**config.mk**
```make
export PLATFORM = sky130hd
export DESIGN_NAME = sms_sensor_monitor
export DESIGN_NICKNAME = d
export VERILOG_FILES = /design/src/shared/sms_pkg.sv /design/src/rtl/sms_hist_mem.sv /design/src/rtl/sms_sensor_monitor.sv
export SDC_FILE = /design/constraint.sdc
export NUM_CORES = 1
export LEC_CHECK = 0
export BUFFER_PORTS_ARGS = -buffer_cell sky130_fd_sc_hd__buf_4
export CORE_UTILIZATION = 40
export DETAILED_ROUTE_END_ITERATION = 16
export GPL_TIMING_DRIVEN = 0
export PLACE_DENSITY = 0.7
export SLEW_MARGIN = 20
export SYNTH_ARGS = -nofsm -noshare
export SYNTH_HDL_FRONTEND = slang
export SYNTH_HIERARCHICAL = 1
export SYNTH_SLANG_ARGS = --single-unit
```
**constraint.sdc**
```tcl
create_clock -name clk_sys_i -period 2.8 [get_ports clk_sys_i]
set_input_delay 0.14 -clock clk_sys_i [delete_from_list [all_inputs] [get_ports clk_sys_i]]
set_output_delay 0.14 -clock clk_sys_i [all_outputs]
set_load 0.01 [all_outputs]
```
**src/shared/sms_pkg.sv**
```systemverilog
// Constants shared by the sensor monitor sequencer design files.
package sms_pkg;

    // ----------------------------------------------------------------
    // Register port geometry and offsets
    // ----------------------------------------------------------------
    localparam int ADDR_W = 16;
    localparam int DATA_W = 16;

    localparam logic [15:0] OFF_ANALOG_GAIN   = 16'h0467;
    localparam logic [15:0] OFF_BYPASS_READ   = 16'h0468;
    localparam logic [15:0] OFF_SEQ_CTRL      = 16'h046A;
    localparam logic [15:0] OFF_READOUT_VALUE = 16'h047B;

    // ----------------------------------------------------------------
    // Values after reset
    // ----------------------------------------------------------------
    localparam logic [15:0] RST_ANALOG_GAIN = 16'h0012;
    localparam logic [15:0] RST_BYPASS_READ = 16'h0920;
    localparam logic [15:0] RST_SEQ_CTRL    = 16'h0094;
    localparam logic [15:0] SEQ_CTRL_MASK   = 16'h01FF;

    // ----------------------------------------------------------------
    // Field positions of the sequencer control register
    // ----------------------------------------------------------------
    localparam int SEQ_START    = 0;
    localparam int SEQ_PERIODIC = 1;
    localparam int SEQ_HOLD     = 2;
    localparam int SEQ_FORCE    = 3;
    localparam int SEQ_DIV_LO   = 4;
    localparam int SEQ_AVG      = 6;
    localparam int SEQ_DISCARD  = 7;
    localparam int SEQ_HCLR     = 8;

    // ----------------------------------------------------------------
    // Field positions of the bypass and readout register
    // ----------------------------------------------------------------
    localparam int BYP_SEL_LO      = 0;
    localparam int BYP_OFFCAL_LO   = 3;
    localparam int BYP_GAINCAL_LO  = 6;
    localparam int BYP_SENSDEC_LO  = 9;
    localparam int BYP_RDSEL_LO    = 12;
    localparam int BYP_MANHOLD     = 15;

    // ----------------------------------------------------------------
    // Field positions of the analog gain register
    // ----------------------------------------------------------------
    localparam int GAIN_FIRST_LO  = 0;
    localparam int GAIN_SECOND_LO = 3;
    localparam int GAIN_ARITH_LO  = 6;
    localparam int GAIN_DC_LO     = 8;

    // ----------------------------------------------------------------
    // Monitor ADC clock and sample counts
    // ----------------------------------------------------------------
    localparam int CLK_HZ      = 200_000_000;
    localparam int ADC_HZ_FAST = 12_500_000;
    localparam int ADC_HZ_MID  = 6_250_000;
    localparam int ADC_HZ_SLOW = 3_125_000;
    localparam logic [5:0] ADC_HALF_FAST = 6'(CLK_HZ / (2 * ADC_HZ_FAST));
    localparam logic [5:0] ADC_HALF_MID  = 6'(CLK_HZ / (2 * ADC_HZ_MID));
    localparam logic [5:0] ADC_HALF_SLOW = 6'(CLK_HZ / (2 * ADC_HZ_SLOW));
    localparam logic [1:0] ADC_DIV_FAST  = 2'h0;
    localparam logic [1:0] ADC_DIV_MID   = 2'h1;

    localparam logic [1:0] SAMPLES_LAST_TWO  = 2'h1;
    localparam logic [1:0] SAMPLES_LAST_FOUR = 2'h3;

    localparam int HIST_AW = 3;
    localparam logic [HIST_AW-1:0] SENSOR_LAST = 3'h7;
    localparam int ACC_W = 18;

    // ----------------------------------------------------------------
    // Sequencer states
    // ----------------------------------------------------------------
    typedef enum logic [3:0] {
        SMS_IDLE    = 4'b0001,
        SMS_DISCARD = 4'b0010,
        SMS_ACCUM   = 4'b0100,
        SMS_STORE   = 4'b1000
    } sms_state_e;

endpackage

```
**src/rtl/sms_hist_mem.sv**
```systemverilog
// History store of averaged sensor results, one word per sensor.
`timescale 1ns/10ps
module sms_hist_mem (
    // Clock
    input  wire logic                        clk_sys_i,
    // Write port
    input  wire logic                        wr_en_i,
    input  wire logic [sms_pkg::HIST_AW-1:0] wr_addr_i,
    input  wire logic [sms_pkg::DATA_W-1:0]  wr_data_i,
    // Read port
    input  wire logic [sms_pkg::HIST_AW-1:0] rd_addr_i,
    output logic      [sms_pkg::DATA_W-1:0]  rd_data_o
);
    import sms_pkg::*;

    logic [DATA_W-1:0] mem_reg [0:(1<<HIST_AW)-1];

    always_ff @(posedge clk_sys_i) begin
        if (wr_en_i) begin
            mem_reg[wr_addr_i] <= wr_data_i;
        end
    end

    // Contents are zeroed by the owner after reset, so no reset here.
    always_ff @(posedge clk_sys_i) begin
        rd_data_o <= mem_reg[rd_addr_i];
    end
endmodule

```
**src/rtl/sms_sensor_monitor.sv**
```systemverilog
// Sensor monitor sequencer with its management registers.
// Behaviour
// (RQ1) Hold bit keeps monitor in reset; resets set.
// (RQ2) Setting hold abandons any sequence at once.
// (RQ3) Writing start launches; hardware clears start itself.
// (RQ4) Periodic clear: one pass; set: repeat passes.
// (RQ5) Start waits for link unless forced.
// (RQ6) Discard two or four samples before averaging.
// (RQ7) Average two or four samples into history.
// (RQ8) Divider field picks 12.5, 6.25, 3.125 MHz.
// (RQ9) Bypass: manual field selects the converted sensor.
// (RQ10) Bypass: manual hold bit drives sensor reset.
// (RQ11) Readout select shows one result in readout register.
// (RQ12) History clear bit zeroes every stored result.
// (RQ13) Analog trim fields pass unchanged to front end.
`timescale 1ns/10ps
module sms_sensor_monitor (
    // Clock and reset
    input  wire logic                       clk_sys_i,
    input  wire logic                       rst_n_i,
    // Management register port
    input  wire logic                       reg_wr_i,
    input  wire logic                       reg_rd_i,
    input  wire logic [sms_pkg::ADDR_W-1:0] reg_addr_i,
    input  wire logic [sms_pkg::DATA_W-1:0] reg_wdata_i,
    output logic      [sms_pkg::DATA_W-1:0] reg_rdata_o,
    output logic                            reg_rvalid_o,
    // System status and mode
    input  wire logic                       link_up_i,
    input  wire logic                       seq_bypass_i,
    // Monitor ADC and sensors
    input  wire logic [sms_pkg::DATA_W-1:0] adc_data_i,
    output logic                            adc_clk_o,
    output logic                            mon_rst_o,
    output logic [sms_pkg::HIST_AW-1:0]     sensor_sel_o,
    output logic                            sensor_rst_o,
    // Analog front end configuration
    output logic [7:0]                      dc_offset_trim_o,
    output logic [1:0]                      combined_gain_arith_o,
    output logic [2:0]                      second_stage_gain_o,
    output logic [2:0]                      first_stage_gain_o,
    output logic [2:0]                      sensor_decimation_o,
    output logic [2:0]                      gain_cal_decimation_o,
    output logic [2:0]                      offset_cal_decimation_o
);
    import sms_pkg::*;

    // ----------------------------------------------------------------
    // Declarations
    // ----------------------------------------------------------------
    logic [DATA_W-1:0]  gain_reg;
    logic [DATA_W-1:0]  byp_reg;
    logic [DATA_W-1:0]  seq_reg;
    logic [DATA_W-1:0]  seq_next;
    logic               link_meta_reg;
    logic               link_sync_reg;
    logic [DATA_W-1:0]  adc_meta_reg;
    logic [DATA_W-1:0]  adc_sync_reg;
    logic [5:0]         div_cnt_reg;
    logic [5:0]         half_period;
    logic               adc_clk_reg;
    logic               toggle;
    logic               tick;
    sms_state_e         state_reg;
    logic [1:0]         cnt_reg;
    logic [HIST_AW-1:0] idx_reg;
    logic [ACC_W-1:0]   acc_reg;
    logic [ACC_W-1:0]   acc_next;
    logic               clr_busy_reg;
    logic [HIST_AW-1:0] clr_idx_reg;
    logic               hold;
    logic               bypass;
    logic               gate;
    logic               launch;
    logic               store_go;
    logic [1:0]         disc_last;
    logic [1:0]         avg_last;
    logic [DATA_W-1:0]  avg_val;
    logic               mem_we;
    logic [HIST_AW-1:0] mem_waddr;
    logic [DATA_W-1:0]  mem_wdata;
    logic [DATA_W-1:0]  mem_rdata;
    logic               wr_gain;
    logic               wr_byp;
    logic               wr_seq;

    function automatic logic addr_hit(input logic [ADDR_W-1:0] addr,
                                      input logic [ADDR_W-1:0] off);
        addr_hit = (addr == off);
    endfunction

    // ----------------------------------------------------------------
    // Synchronisers for inputs from outside the clock domain
    // ----------------------------------------------------------------
    always_ff @(posedge clk_sys_i) begin
        if (!rst_n_i) begin
            link_meta_reg <= 1'b0;
            link_sync_reg <= 1'b0;
            adc_meta_reg  <= '0;
            adc_sync_reg  <= '0;
        end else begin
            link_meta_reg <= link_up_i;
            link_sync_reg <= link_meta_reg;
            adc_meta_reg  <= adc_data_i;
            adc_sync_reg  <= adc_meta_reg;
        end
    end

    // ----------------------------------------------------------------
    // Register writes
    // ----------------------------------------------------------------
    assign wr_gain = reg_wr_i && addr_hit(reg_addr_i, OFF_ANALOG_GAIN);
    assign wr_byp  = reg_wr_i && addr_hit(reg_addr_i, OFF_BYPASS_READ);
    assign wr_seq  = reg_wr_i && addr_hit(reg_addr_i, OFF_SEQ_CTRL);

    always_ff @(posedge clk_sys_i) begin
        if (!rst_n_i) begin
            gain_reg <= RST_ANALOG_GAIN;
            byp_reg  <= RST_BYPASS_READ;
        end else begin
            if (wr_gain) begin
                gain_reg <= reg_wdata_i; // RQ13
            end
            if (wr_byp) begin
                byp_reg <= reg_wdata_i;
            end
        end
    end

    // A write of one to start beats the clear from an accepted launch,
    // so a request arriving in the launch cycle is kept.
    always_comb begin
        seq_next = seq_reg;
        if (launch || seq_reg[SEQ_HOLD]) begin
            seq_next[SEQ_START] = 1'b0; // RQ3
        end
        if (wr_seq) begin
            seq_next = reg_wdata_i & SEQ_CTRL_MASK;
            seq_next[SEQ_START] = reg_wdata_i[SEQ_START] |
                                  (seq_reg[SEQ_START] & ~launch); // RQ3
        end
    end

    always_ff @(posedge clk_sys_i) begin
        if (!rst_n_i) begin
            seq_reg <= RST_SEQ_CTRL; // RQ1
        end else begin
            seq_reg <= seq_next;
        end
    end

    // ----------------------------------------------------------------
    // Register reads
    // ----------------------------------------------------------------
    always_ff @(posedge clk_sys_i) begin
        if (!rst_n_i) begin
            reg_rdata_o  <= '0;
            reg_rvalid_o <= 1'b0;
        end else begin
            reg_rvalid_o <= reg_rd_i;
            if (reg_rd_i) begin
                if (addr_hit(reg_addr_i, OFF_ANALOG_GAIN)) begin
                    reg_rdata_o <= gain_reg;
                end else if (addr_hit(reg_addr_i, OFF_BYPASS_READ)) begin
                    reg_rdata_o <= byp_reg;
                end else if (addr_hit(reg_addr_i, OFF_SEQ_CTRL)) begin
                    reg_rdata_o <= seq_reg;
                end else if (addr_hit(reg_addr_i, OFF_READOUT_VALUE)) begin
                    reg_rdata_o <= mem_rdata; // RQ11
                end else begin
                    reg_rdata_o <= '0;
                end
            end
        end
    end

    // ----------------------------------------------------------------
    // Monitor ADC clock divider
    // ----------------------------------------------------------------
    // The reserved divider code runs at the slowest rate, the safe side
    // for an ADC that may not tolerate an undefined clock.
    always_comb begin
        case (seq_reg[SEQ_DIV_LO +: 2])
            ADC_DIV_FAST: half_period = ADC_HALF_FAST; // RQ8
            ADC_DIV_MID:  half_period = ADC_HALF_MID;  // RQ8
            default:      half_period = ADC_HALF_SLOW; // RQ8
        endcase
    end

    assign toggle = (div_cnt_reg >= half_period - 6'h01);
    assign tick   = toggle && !adc_clk_reg;

    always_ff @(posedge clk_sys_i) begin
        if (!rst_n_i) begin
            div_cnt_reg <= '0;
            adc_clk_reg <= 1'b0;
        end else if (toggle) begin
            div_cnt_reg <= '0;
            adc_clk_reg <= ~adc_clk_reg;
        end else begin
            div_cnt_reg <= div_cnt_reg + 6'h01;
        end
    end

    // ----------------------------------------------------------------
    // Sequencer
    // ----------------------------------------------------------------
    assign hold      = seq_reg[SEQ_HOLD];
    assign bypass    = seq_bypass_i;
    assign gate      = link_sync_reg || seq_reg[SEQ_FORCE]; // RQ5
    assign launch    = (state_reg == SMS_IDLE) && seq_reg[SEQ_START] &&
                       gate && !hold && !bypass;
    assign disc_last = seq_reg[SEQ_DISCARD] ? SAMPLES_LAST_FOUR
                                            : SAMPLES_LAST_TWO; // RQ6
    assign avg_last  = seq_reg[SEQ_AVG] ? SAMPLES_LAST_FOUR
                                        : SAMPLES_LAST_TWO; // RQ7
    assign acc_next  = acc_reg + {{(ACC_W-DATA_W){1'b0}}, adc_sync_reg};
    assign avg_val   = seq_reg[SEQ_AVG] ? acc_reg[ACC_W-1:2]
                                        : acc_reg[DATA_W:1]; // RQ7
    assign store_go  = (state_reg == SMS_STORE) && !clr_busy_reg;

    always_ff @(posedge clk_sys_i) begin
        if (!rst_n_i) begin
            state_reg <= SMS_IDLE;
            cnt_reg   <= '0;
            idx_reg   <= '0;
            acc_reg   <= '0;
        end else if (hold || bypass) begin
            state_reg <= SMS_IDLE; // RQ1 RQ2
            cnt_reg   <= '0;
            idx_reg   <= '0;
            acc_reg   <= '0;
        end else begin
            case (state_reg)
                SMS_IDLE: begin
                    if (launch) begin
                        state_reg <= SMS_DISCARD; // RQ3 RQ5
                        cnt_reg   <= '0;
                        idx_reg   <= '0;
                    end
                end
                SMS_DISCARD: begin
                    if (tick) begin
                        if (cnt_reg == disc_last) begin
                            state_reg <= SMS_ACCUM; // RQ6
                            cnt_reg   <= '0;
                            acc_reg   <= '0;
                        end else begin
                            cnt_reg <= cnt_reg + 2'h1;
                        end
                    end
                end
                SMS_ACCUM: begin
                    if (tick) begin
                        acc_reg <= acc_next;
                        if (cnt_reg == avg_last) begin
                            state_reg <= SMS_STORE; // RQ7
                        end else begin
                            cnt_reg <= cnt_reg + 2'h1;
                        end
                    end
                end
                SMS_STORE: begin
                    if (store_go) begin
                        cnt_reg <= '0;
                        if (idx_reg != SENSOR_LAST) begin
                            idx_reg   <= idx_reg + 3'h1;
                            state_reg <= SMS_DISCARD;
                        end else if (seq_reg[SEQ_PERIODIC] && gate) begin
                            idx_reg   <= '0;
                            state_reg <= SMS_DISCARD; // RQ4
                        end else begin
                            state_reg <= SMS_IDLE; // RQ4
                        end
                    end
                end
                default: begin
                    state_reg <= SMS_IDLE;
                end
            endcase
        end
    end

    // ----------------------------------------------------------------
    // History clear walker
    // ----------------------------------------------------------------
    // The walker also runs after reset so the store never reads stale
    // contents; a result waiting to be stored is held until it ends.
    always_ff @(posedge clk_sys_i) begin
        if (!rst_n_i) begin
            clr_busy_reg <= 1'b1;
            clr_idx_reg  <= '0;
        end else if (wr_seq && reg_wdata_i[SEQ_HCLR]) begin
            clr_busy_reg <= 1'b1; // RQ12
            clr_idx_reg  <= '0;
        end else if (clr_busy_reg) begin
            clr_idx_reg <= clr_idx_reg + 3'h1;
            if (clr_idx_reg == SENSOR_LAST) begin
                clr_busy_reg <= 1'b0;
            end
        end
    end

    assign mem_we    = clr_busy_reg || (store_go && !hold && !bypass);
    assign mem_waddr = clr_busy_reg ? clr_idx_reg : idx_reg;
    assign mem_wdata = clr_busy_reg ? '0 : avg_val; // RQ12

    sms_hist_mem u_hist (
        .clk_sys_i (clk_sys_i),
        .wr_en_i   (mem_we),
        .wr_addr_i (mem_waddr),
        .wr_data_i (mem_wdata),
        .rd_addr_i (byp_reg[BYP_RDSEL_LO +: HIST_AW]), // RQ11
        .rd_data_o (mem_rdata)
    );

    // ----------------------------------------------------------------
    // Outputs to the analog side
    // ----------------------------------------------------------------
    always_ff @(posedge clk_sys_i) begin
        if (!rst_n_i) begin
            adc_clk_o    <= 1'b0;
            mon_rst_o    <= 1'b1;
            sensor_sel_o <= '0;
            sensor_rst_o <= 1'b1;
        end else begin
            adc_clk_o <= adc_clk_reg;
            mon_rst_o <= seq_next[SEQ_HOLD]; // RQ1
            if (bypass) begin
                sensor_sel_o <= byp_reg[BYP_SEL_LO +: HIST_AW]; // RQ9
                sensor_rst_o <= byp_reg[BYP_MANHOLD]; // RQ10
            end else begin
                sensor_sel_o <= idx_reg;
                sensor_rst_o <= hold || (state_reg == SMS_IDLE);
            end
        end
    end

    always_ff @(posedge clk_sys_i) begin
        if (!rst_n_i) begin
            {dc_offset_trim_o, combined_gain_arith_o, second_stage_gain_o,
             first_stage_gain_o} <= RST_ANALOG_GAIN;
            {sensor_decimation_o, gain_cal_decimation_o,
             offset_cal_decimation_o} <= RST_BYPASS_READ[BYP_OFFCAL_LO +: 9];
        end else begin
            {dc_offset_trim_o, combined_gain_arith_o, second_stage_gain_o,
             first_stage_gain_o} <= gain_reg; // RQ13
            {sensor_decimation_o, gain_cal_decimation_o,
             offset_cal_decimation_o} <= byp_reg[BYP_OFFCAL_LO +: 9]; // RQ13
        end
    end
endmodule

```
==> results of run 1 <==
critical path, delay by kind of cell (launching register included):
family,cells,cell delay (ns)
and+or+nand+nor,4,0.69
adders and majority gates,2,0.46
DFF,1,0.33
xor gates and xnor gates,1,0.13
AOI/OAI and AO/OA,4,0.98
through the flow:
stage | setup WS (ns) | utilization | total power (uW) | hold WS, ns
after detailed placement | -0.1113 | 0.4570 | 5358 | 0.3503
after CTS | 0.001549 | 0.5026 | 9424 | 0.04222
final | 0.1320 | 0.5033 | 9351 | 0.05824
after global placement | -0.8688 | 0.4523 | 5313 | 0.3473
after global routing | 0.05694 | 0.5033 | 9645 | 0.06449
after floorplan | 0.2064 | - | 5122 | 0.2501
worst max path at each step:
| stage | startpoint | end | slack, ns |
|---|---|---|---|
| 4_1_cts | seq_reg[4] | acc_reg[15] | 0.002 |
| 3_3_place_gp | state_reg[1] | u_hist/mem_reg[4][8] | -0.87 |
| 5_1_grt | seq_reg[4] | acc_reg[7] | 0.06 |
| 6_report | seq_reg[4] | state_reg[3] | 0.13 |
| 2_1_floorplan | clr_busy_reg | u_hist/mem_reg[0][0] | 0.21 |
| 3_5_place_dp | seq_reg[4] | acc_reg[15] | -0.11 |
report_power, final:
part | internal, uW | total [uW] | leakage, uW | switching (uW)
registers | 4770 | 4820 | 0.00252 | 53.9
logic | 237 | 480 | 0.00252 | 243
clock network | 2390 | 4050 | 0.000495 | 1660
total | 7400 | 9350 | 0.00554 | 1950
placed cells by master (no fill, tap or decap), drive strengths merged, types with 3 or more instances in the layout:
cell type,count
dfxtp,176
buf,130
edfxtp,128
nand2,113
nor2,79
clkbuf,68
and2,62
o21ai,49
mux2i,37
dlygate4sd3,35
a21oi,35
mux4,32
a21boi,31
ha,26
mux2,19
nand2b,17
xnor2,15
nand3,12
nor2b,12
a221oi,10
inv,9
xor2,9
clkinv,9
a222oi,7
a22oi,6
nor3,6
a21o,5
o211ai,4
or2,4
nand4,3
a22o,3
bufinv,3
and3,3
logic make-up (layout without fill, tap and decap cells):
kind of cell	Yosys count	count (layout)	synth area share
AO/OA/AOI/OAI	166	166	0.09113
XOR/XNOR	24	24	0.01707
adder cells (fa/ha/maj)	28	28	0.02885
buffers and inverters	56	256	0.02580
flip-flops	304	304	0.5982
multiplexers	88	88	0.1145
AND/OR/NAND/NOR	319	319	0.1245
timing repair:
item                                   in CTS  in global routing
setup endpoints to repair                  10                 14
endpoints found under the hold margin      69                  0
gates resized for setup                     2                  8
gates cloned                                0                  0
hold buffers                               35                  0
pin swaps                                   0                  1
layer usage:
metal  part of all wire  vias to the layer above  wire, um
met3              0.059                       49      1616
met1               0.46                     3866     12520
met4              0.025                        0       686
li1                   -                     3935         -
met5                  0                        -         0
met2               0.46                      266     12600
cell type report:
type | count | area, sq um
clock inverter | 14 | 160.2
sequential | 304 | 7367
timing repair buffer | 144 | 1210
fill | 2566 | 14880
buffer | 47 | 286.5
inverter | 9 | 33.78
tap | 390 | 488.0
multi-input combinational | 625 | 4682
clock buffer | 42 | 849.6
==> out/metrics.cfg, run 1 <==
[status]
outcome=finished clean

[critical_path]
timing.rr.start=seq_reg[4]
worst_path_max_delay_cell=a2111o_1
crit_type=reg -> reg
worst_path_most_repeated_cell=nor2_1
worst_ep_required_time_ns=3.30
max_stage_delay_ns=0.47
r2r_setup_slack_ns=0.13
cp-end-kind=register
cp-start-kind=register
path_cells=or2_4 > ha_2 > xnor2_1 > ha_1 > o21a_1 > a21oi_4 > nor2_2 > nor2_1 > a2111o_1 > o2bb2a_2 > nor2_1
reg2reg_depth=11
reg2reg_to=state_reg[3]
worst_ep_arrival_time_ns=3.17
crit_path_max_fanout=5

[detailed_routing]
final_antenna_net_count=0
wl_per_cell_um=17.41
firstDrtPassIters=6
wirelength_mm=27.42
first_iter_violations=859
post-route-drc-count=0
avgViaCountPerCell=5.153
vias=8116

[grt]
grt_use_total=0.1748
grt.busiest_layer=met2
grt_max_degree=16
grt_overflow=0
gr-usage-met2=0.2912
use_met3=0.02849
antenna_found_initial=2
grt_pass1_wl_mm=42.70
use_met1=0.2347
grt_pass1_vias=8010

[cts]
postCtsSetupBuffers=0
path_clk_slew_ns=0.07
cts_tree=built
cts-root-buf=clkbuf_16
cts_max_level=1
clock_latency_ns=0.56
cts_inserted_buffers=30
cts.sinks=304
clockBufferDepth=3

[final_layout]
area_growth_syn_to_layout_pct=22.42
largest_reg_flops=128
final-instance-count-excl-fill=1575
fin_area_sq_um=15080
drive_gt1_frac=0.1932
antennaDiodeCount=0
fin_nets=1242

[hold_path]
hp-start=rst_n_i
min_to=acc_reg[0]
min_path_cells=3
hp-class=in -> reg

[sta]
period_needed_ns=2.668
post-route-period-util=0.9529
setup_violations=0
slew_headroom=0.4096
slew_viol_final=0
skew_ns=0.02321
rsz0062_at_grt=false
final_hold_viol_count=0
tns_ns=0
fmax_ghz=0.3748
worst_slew_pin_slew_ns=0.8856

[synthesis]
postSynthAreaPerCell_sq_um=12.50
ys_warn_count=6
yosysSeqAreaShare=0.5982
yosysUniqueCellTypes=66
ys.flop_type=dfxtp_1
synth_area_leaders=edfxtp_1 31%, dfxtp_1 29%, mux4_1 6.0%
yosysMostFrequentCell=dfxtp_1
synthTopCellsByCount=176 x dfxtp_1, 128 x edfxtp_1, 113 x nand2_1, 79 x nor2_1, 61 x and2_1
netlist_area_sq_um=12320
synth-edff-count=128
syn_inst=985
ys_async_sr_fraction=0
synth.top_cell.area_share=0.3121
ys_seq_elements=304
synth_fp_nets=1066
synth_top_area_cell=edfxtp_1

[floorplanning]
die_w_um=177.5
start_util=0.4112
ios=102
die_h_um=177.5
placementRows=63
die_area_sq_um=31490
core_area_sq_um=29950

[place]
post_dp_cell_area_sq_um=13690
place_inst=1484
gp_congestion=0.8896
hpwl_mm=19.64
io_buffers=99

[power_and_ir_drop]
powerDensity_nw_per_um2=620.2
ir_drop_v=0.0004885
leakage_uw=0.005540

[run]
maxCapViolCount=0

(Power assumes the default switching activity.)
==> run 2, diff against run 1 <==
--- a/config.mk
+++ b/config.mk
@@ -6,10 +6,10 @@
 export NUM_CORES = 1
 export LEC_CHECK = 0
 export BUFFER_PORTS_ARGS = -buffer_cell sky130_fd_sc_hd__buf_4
-export CORE_UTILIZATION = 40
+export CORE_UTILIZATION = 54
 export DETAILED_ROUTE_END_ITERATION = 16
 export GPL_TIMING_DRIVEN = 0
-export PLACE_DENSITY = 0.7
+export PLACE_DENSITY = 0.87
 export SLEW_MARGIN = 20
 export SYNTH_ARGS = -nofsm -noshare
 export SYNTH_HDL_FRONTEND = slang
==> out/metrics.cfg, run 2 (same netlist as run 1, synthesis figures left out) <==
[grt]
antenna_found_initial=0  ; -2
grt_overflow=0  ; unchanged
grt_use_total=0.2456  ; +0.07082
grt_pass1_wl_mm=44.77  ; +4.8%
grt_max_degree=16  ; unchanged
grt_pass1_vias=8454  ; +5.5%

[critical_path]
worst_ep_arrival_time_ns=3.11  ; -0.06 ns
cp-start-kind=register
cp-end-kind=register
r2r_setup_slack_ns=0.17  ; +0.03 ns
crit_path_max_fanout=5  ; unchanged
crit_type=reg -> reg
worst_ep_required_time_ns=3.28  ; -0.02 ns

[cts]
path_clk_slew_ns=0.06  ; about the same
postCtsSetupBuffers=0  ; unchanged
cts_tree=built
clockBufferDepth=3  ; unchanged
clock_latency_ns=0.56  ; about the same
cts_max_level=1  ; unchanged
cts_inserted_buffers=29  ; -3.3%
cts.sinks=304  ; unchanged
cts-root-buf=clkbuf_16

[sta]
setup_violations=0  ; unchanged
rsz0062_at_grt=false
period_needed_ns=2.634  ; -0.03353 ns
tns_ns=0  ; unchanged
slew_viol_final=0  ; unchanged
timing.hold.ws_ns=0.05287  ; -0.005364 ns
fmax_ghz=0.3796  ; +1.3%
post-route-period-util=0.9409  ; -0.01198
final_hold_viol_count=0  ; unchanged
worst_slew_pin_slew_ns=0.8638  ; -0.02177 ns
slew_headroom=0.4210  ; +0.01138
skew_ns=0.02625  ; +0.003036 ns

[status]
outcome=finished clean

[power_and_ir_drop]
p_total_uw=9041  ; -3.3%
ir_drop_v=0.0004887  ; about the same
leakage_uw=0.005493  ; -0.83%
powerDensity_nw_per_um2=609.9  ; -1.7%

[final_layout]
drive_gt1_frac=0.1920  ; -0.001202
antennaDiodeCount=0  ; unchanged
final-instance-count-excl-fill=1462  ; -7.2%
final_common_cell=dfxtp_1
mostFrequentLayoutCells=175 x dfxtp_1, 128 x edfxtp_1, 112 x nand2_1, 105 x buf_4, 71 x nor2_1
largest_reg_flops=128  ; unchanged
area_growth_syn_to_layout_pct=20.38
fin_nets=1240  ; -0.16%

[place]
io_buffers=99  ; unchanged
gp_congestion=0.9151  ; +2.9%
place_inst=1373  ; -7.5%
hpwl_mm=19.50  ; -0.71%

[floorplanning]
die_w_um=153.0  ; -14%
start_util=0.5574  ; +0.1463
die_h_um=153.0  ; -14%
core_area_sq_um=22090  ; -26%
die_area_sq_um=23420  ; -26%
placementRows=54  ; -14%
ios=102  ; unchanged

[detailed_routing]
first_iter_violations=727  ; -15%
highest_layer=met4
final_antenna_net_count=0  ; unchanged
post-route-drc-count=0  ; unchanged
dr_wl_met2_mm=14.02  ; +11%
vias=8418  ; +3.7%
avgViaCountPerCell=5.758  ; +12%
firstDrtPassIters=5  ; -1
wl_per_cell_um=19.54  ; +12%
met3_length_mm=2.090  ; +29%
wirelength_mm=28.57  ; +4.2%
wl_met1_mm=11.57  ; -7.6%

[hold_path]
hp-class=in -> reg

[run]
maxCapViolCount=0  ; unchanged

## run 2: cell count changes in the layout (fill, tap and decap cells not counted), moves of 2 or more
cell,delta
bufinv_16,-2
buf_8,-2
clkbuf_1,+4
clkinv_2,+6
buf_4,-2
clkinvlp_4,-2
clkinv_1,-3
buf_6,+3
clkbuf_2,-2
## run 2: final timing paths
check / start / end / cells after the start
worst max-delay path: seq_reg[4] / state_reg[3] / 11
worst min-delay path: rst_n_i / byp_reg[6] / 2
worst max register to register: seq_reg[4] / state_reg[3] / 11
worst min register to register: adc_meta_reg[0] / adc_sync_reg[0] / 1
## run 2: final cells by class
class                   count  area (sq um)
clock inverters            12         87.58
inverters                   9         33.78
plain buffers              47         290.3
well taps                 280         350.3
repair buffers            143          1195
multi-input cells         625          4684
flip-flops and latches    304          7368
clock buffers              42         815.8
fillers                  1522          7268
## run 2: per-stage QoR
step                      area, sq um  setup WS, ns    util
after floorplan                 12320        0.2064       -
after global placement          13410       -0.7636  0.6069
after detailed placement        13540       -0.1418  0.6126
after CTS                       14800       0.02975  0.6698
after global routing            14830       0.04948  0.6710
final                           14830        0.1656  0.6710
## run 2: report_power, final
group          internal (uW)  total, uW  switching [uW]
Sequential              4770       4830            58.3
Clock                   2110       3730            1620
Combinational            235        485             250
## run 2: per-layer routing
metal  global-route usage  vias up
li1                     -     3930
met3              0.04650       79
met2               0.4277      359
met1               0.3026     4050
met5                    0        -
met4              0.09331        0
## run 2: critical path, cell delays in order (launching register included)
cell      delay (ns)
dfxtp_2         0.34
or2_4           0.26
ha_2            0.17
xnor2_1         0.12
ha_1            0.27
o21a_1          0.16
a21oi_4         0.10
nor2_2          0.20
nor2_1          0.12
a2111o_1        0.46
o2bb2a_2        0.27
nor2_1          0.08
## run 2: repair_timing
item / 4_1_cts / 5_1_grt
hold buffers: 35 / 0
hold endpoints to repair: 65 / 0
endpoints found under the setup margin: 11 / 13
resized for setup: 3 / 10
pin swaps: 0 / 2
==> run 3, diff against run 2 <==
--- a/config.mk
+++ b/config.mk
@@ -6,10 +6,10 @@
 export NUM_CORES = 1
 export LEC_CHECK = 0
 export BUFFER_PORTS_ARGS = -buffer_cell sky130_fd_sc_hd__buf_4
-export CORE_UTILIZATION = 54
+export CORE_UTILIZATION = 45
 export DETAILED_ROUTE_END_ITERATION = 16
 export GPL_TIMING_DRIVEN = 0
-export PLACE_DENSITY = 0.87
+export PLACE_DENSITY = 0.65
 export SLEW_MARGIN = 20
 export SYNTH_ARGS = -nofsm -noshare
 export SYNTH_HDL_FRONTEND = slang
==> out/metrics.cfg, run 3 (same netlist as run 1, synthesis figures left out) <==
[critical_path]
crit_type=reg -> reg
worst_ep_required_time_ns=3.29  ; about the same
critPathCapture=state_reg[3]
path_cells=or2_4 > ha_1 > xnor2_1 > ha_1 > o21a_1 > a21oi_4 > nor2_2 > nor2_1 > a2111o_1 > o2bb2a_2 > nor2_1
reg2reg_to=state_reg[3]
r2r_setup_slack_ns=0.14  ; -0.02 ns
cp-start-kind=register
cp_top_family=compound AO/OA/AOI/OAI gates
path_buf_inv=0  ; unchanged
crit_path_max_fanout=5  ; unchanged
reg2reg_depth=11  ; unchanged
worst_path_max_delay_cell=a2111o_1
cp-end-kind=register
worst-path-stages=11  ; unchanged
timing.rr.start=seq_reg[4]
worst_ep_arrival_time_ns=3.14  ; +0.03 ns
max_stage_delay_ns=0.47  ; about the same
cp-startpoint=seq_reg[4]

[floorplanning]
die_h_um=167.4  ; +9.4%
die_w_um=167.4  ; +9.4%
die_area_sq_um=28030  ; +20%
core_area_sq_um=26880  ; +22%
placementRows=60  ; +11%
start_util=0.4582  ; -0.09918
ios=102  ; unchanged

[grt]
grt_overflow=0  ; unchanged
grt_max_degree=16  ; unchanged
grt_pass1_vias=7870  ; -6.9%
antenna_found_initial=2  ; +2
grt_use_total=0.1937  ; -0.05192
grt_pass1_wl_mm=42.31  ; -5.5%

[detailed_routing]
wirelength_mm=27.15  ; -5.0%
post-route-drc-count=0  ; unchanged
highest_layer=met4
wl_met1_mm=12.50  ; +8.1%
final_antenna_net_count=0  ; unchanged
dr_wl_met2_mm=12.63  ; -9.9%
vias=8079  ; -4.0%
met3_length_mm=1.469  ; -30%
firstDrtPassIters=5  ; unchanged
avgViaCountPerCell=5.294  ; -8.1%
first_iter_violations=587  ; -19%
wl_per_cell_um=17.79  ; -9.0%

[place]
io_buffers=99  ; unchanged
gp_congestion=0.8875  ; -3.0%
place_inst=1435  ; +4.5%
post_dp_cell_area_sq_um=13630  ; +0.67%
hpwl_mm=19.24  ; -1.4%

[run]
maxCapViolCount=0  ; unchanged

[sta]
worst_slew_pin_slew_ns=0.8624  ; -0.001421 ns
final_hold_viol_count=0  ; unchanged
fmax_ghz=0.3761  ; -0.91%
slew_headroom=0.4251  ; +0.004085
post-route-period-util=0.9495  ; +0.008657
rsz0062_at_grt=true
setup_violations=0  ; unchanged
slew_viol_final=0  ; unchanged
period_needed_ns=2.659  ; +0.02424 ns
skew_ns=0.02338  ; -0.002868 ns

[cts]
cts-root-buf=clkbuf_16
clockBufferDepth=3  ; unchanged
clock_latency_ns=0.56  ; about the same
cts.sinks=304  ; unchanged
cts_inserted_buffers=30  ; +3.4%
path_clk_slew_ns=0.06  ; about the same
cts_tree=built
cts_max_level=1  ; unchanged

[final_layout]
antennaDiodeCount=0  ; unchanged
final_common_cell=dfxtp_1
fin_area_sq_um=14960  ; +0.94%
largest_reg_flops=128  ; unchanged
final-instance-count-excl-fill=1526  ; +4.4%
fin_nets=1242  ; +0.16%
area_growth_syn_to_layout_pct=21.51
drive_gt1_frac=0.1916  ; -0.0004862
mostFrequentLayoutCells=174 x dfxtp_1, 128 x edfxtp_1, 112 x nand2_1, 107 x buf_4, 71 x nor2_1

[hold_path]
hp-class=in -> reg

[power_and_ir_drop]
leakage_uw=0.005519  ; +0.47%
powerDensity_nw_per_um2=612.1  ; +0.36%
ir_drop_v=0.0004602  ; -5.8%

[status]
outcome=finished clean

run 3: routing by layer:
metal,up-vias,track usage
li1,3932,-
met1,3872,0.2606
met2,231,0.3295
met4,0,0.04667
met5,-,0
met3,44,0.02813
run 3: how the worst min path moves through the flow:
stage / slack [ns] / depth (start not counted) / end / start
2_1_floorplan: 0.25 / 1 / seq_reg[2] / reg_wdata_i[2]
4_1_cts: 0.03 / 3 / acc_reg[0] / rst_n_i
3_3_place_gp: 0.35 / 2 / adc_meta_reg[7] / adc_data_i[7]
3_5_place_dp: 0.35 / 2 / adc_meta_reg[5] / adc_data_i[5]
5_1_grt: 0.06 / 4 / gain_reg[2] / reg_wr_i
6_report: 0.06 / 3 / acc_reg[0] / rst_n_i
run 3: layout make-up:
cell class | instances | area (sq um)
clock buffers | 47 | 877.1
repair buffers | 144 | 1210
multi-input cells | 625 | 4679
flip-flops and latches | 304 | 7370
clock inverters | 9 | 81.33
well taps | 341 | 426.7
fillers | 2230 | 11910
inverters | 9 | 33.78
plain buffers | 47 | 286.5
run 3: what timing repair did:
item	CTS	global route
gates resized for setup	5	6
setup buffers	0	0
hold buffers	35	0
endpoints found under the setup margin	13	13
cloned	0	0
hold endpoints to repair	69	0
run 3: worst reg2reg max path: stages, from the launching register on:
cell	delay (ns)
dfxtp_2	0.33
or2_4	0.26
ha_1	0.19
xnor2_1	0.13
ha_1	0.27
o21a_1	0.16
a21oi_4	0.08
nor2_2	0.21
nor2_1	0.12
a2111o_1	0.47
o2bb2a_2	0.27
nor2_1	0.07
run 3: report_power, final:
part | internal (uW) | switching (uW)
clock network | 2240 | 1620
registers | 4770 | 49.0
logic | 236 | 242
run 3: through the flow:
step / setup TNS, ns / setup slack [ns] / util / hold slack (ns) / total power, uW
CTS: 0 / 0.01876 / 0.5564 / 0.02873 / 9233
global route: -0.005176 / -0.003034 / 0.5568 / 0.06106 / 9473
finish: 0 / 0.1413 / 0.5568 / 0.06259 / 9159
floorplan: 0 / 0.2064 / - / 0.2501 / 5122
global placement: -38.08 / -0.9820 / 0.5018 / 0.3476 / 5317
detailed placement: -1.240 / -0.1639 / 0.5070 / 0.3507 / 5351
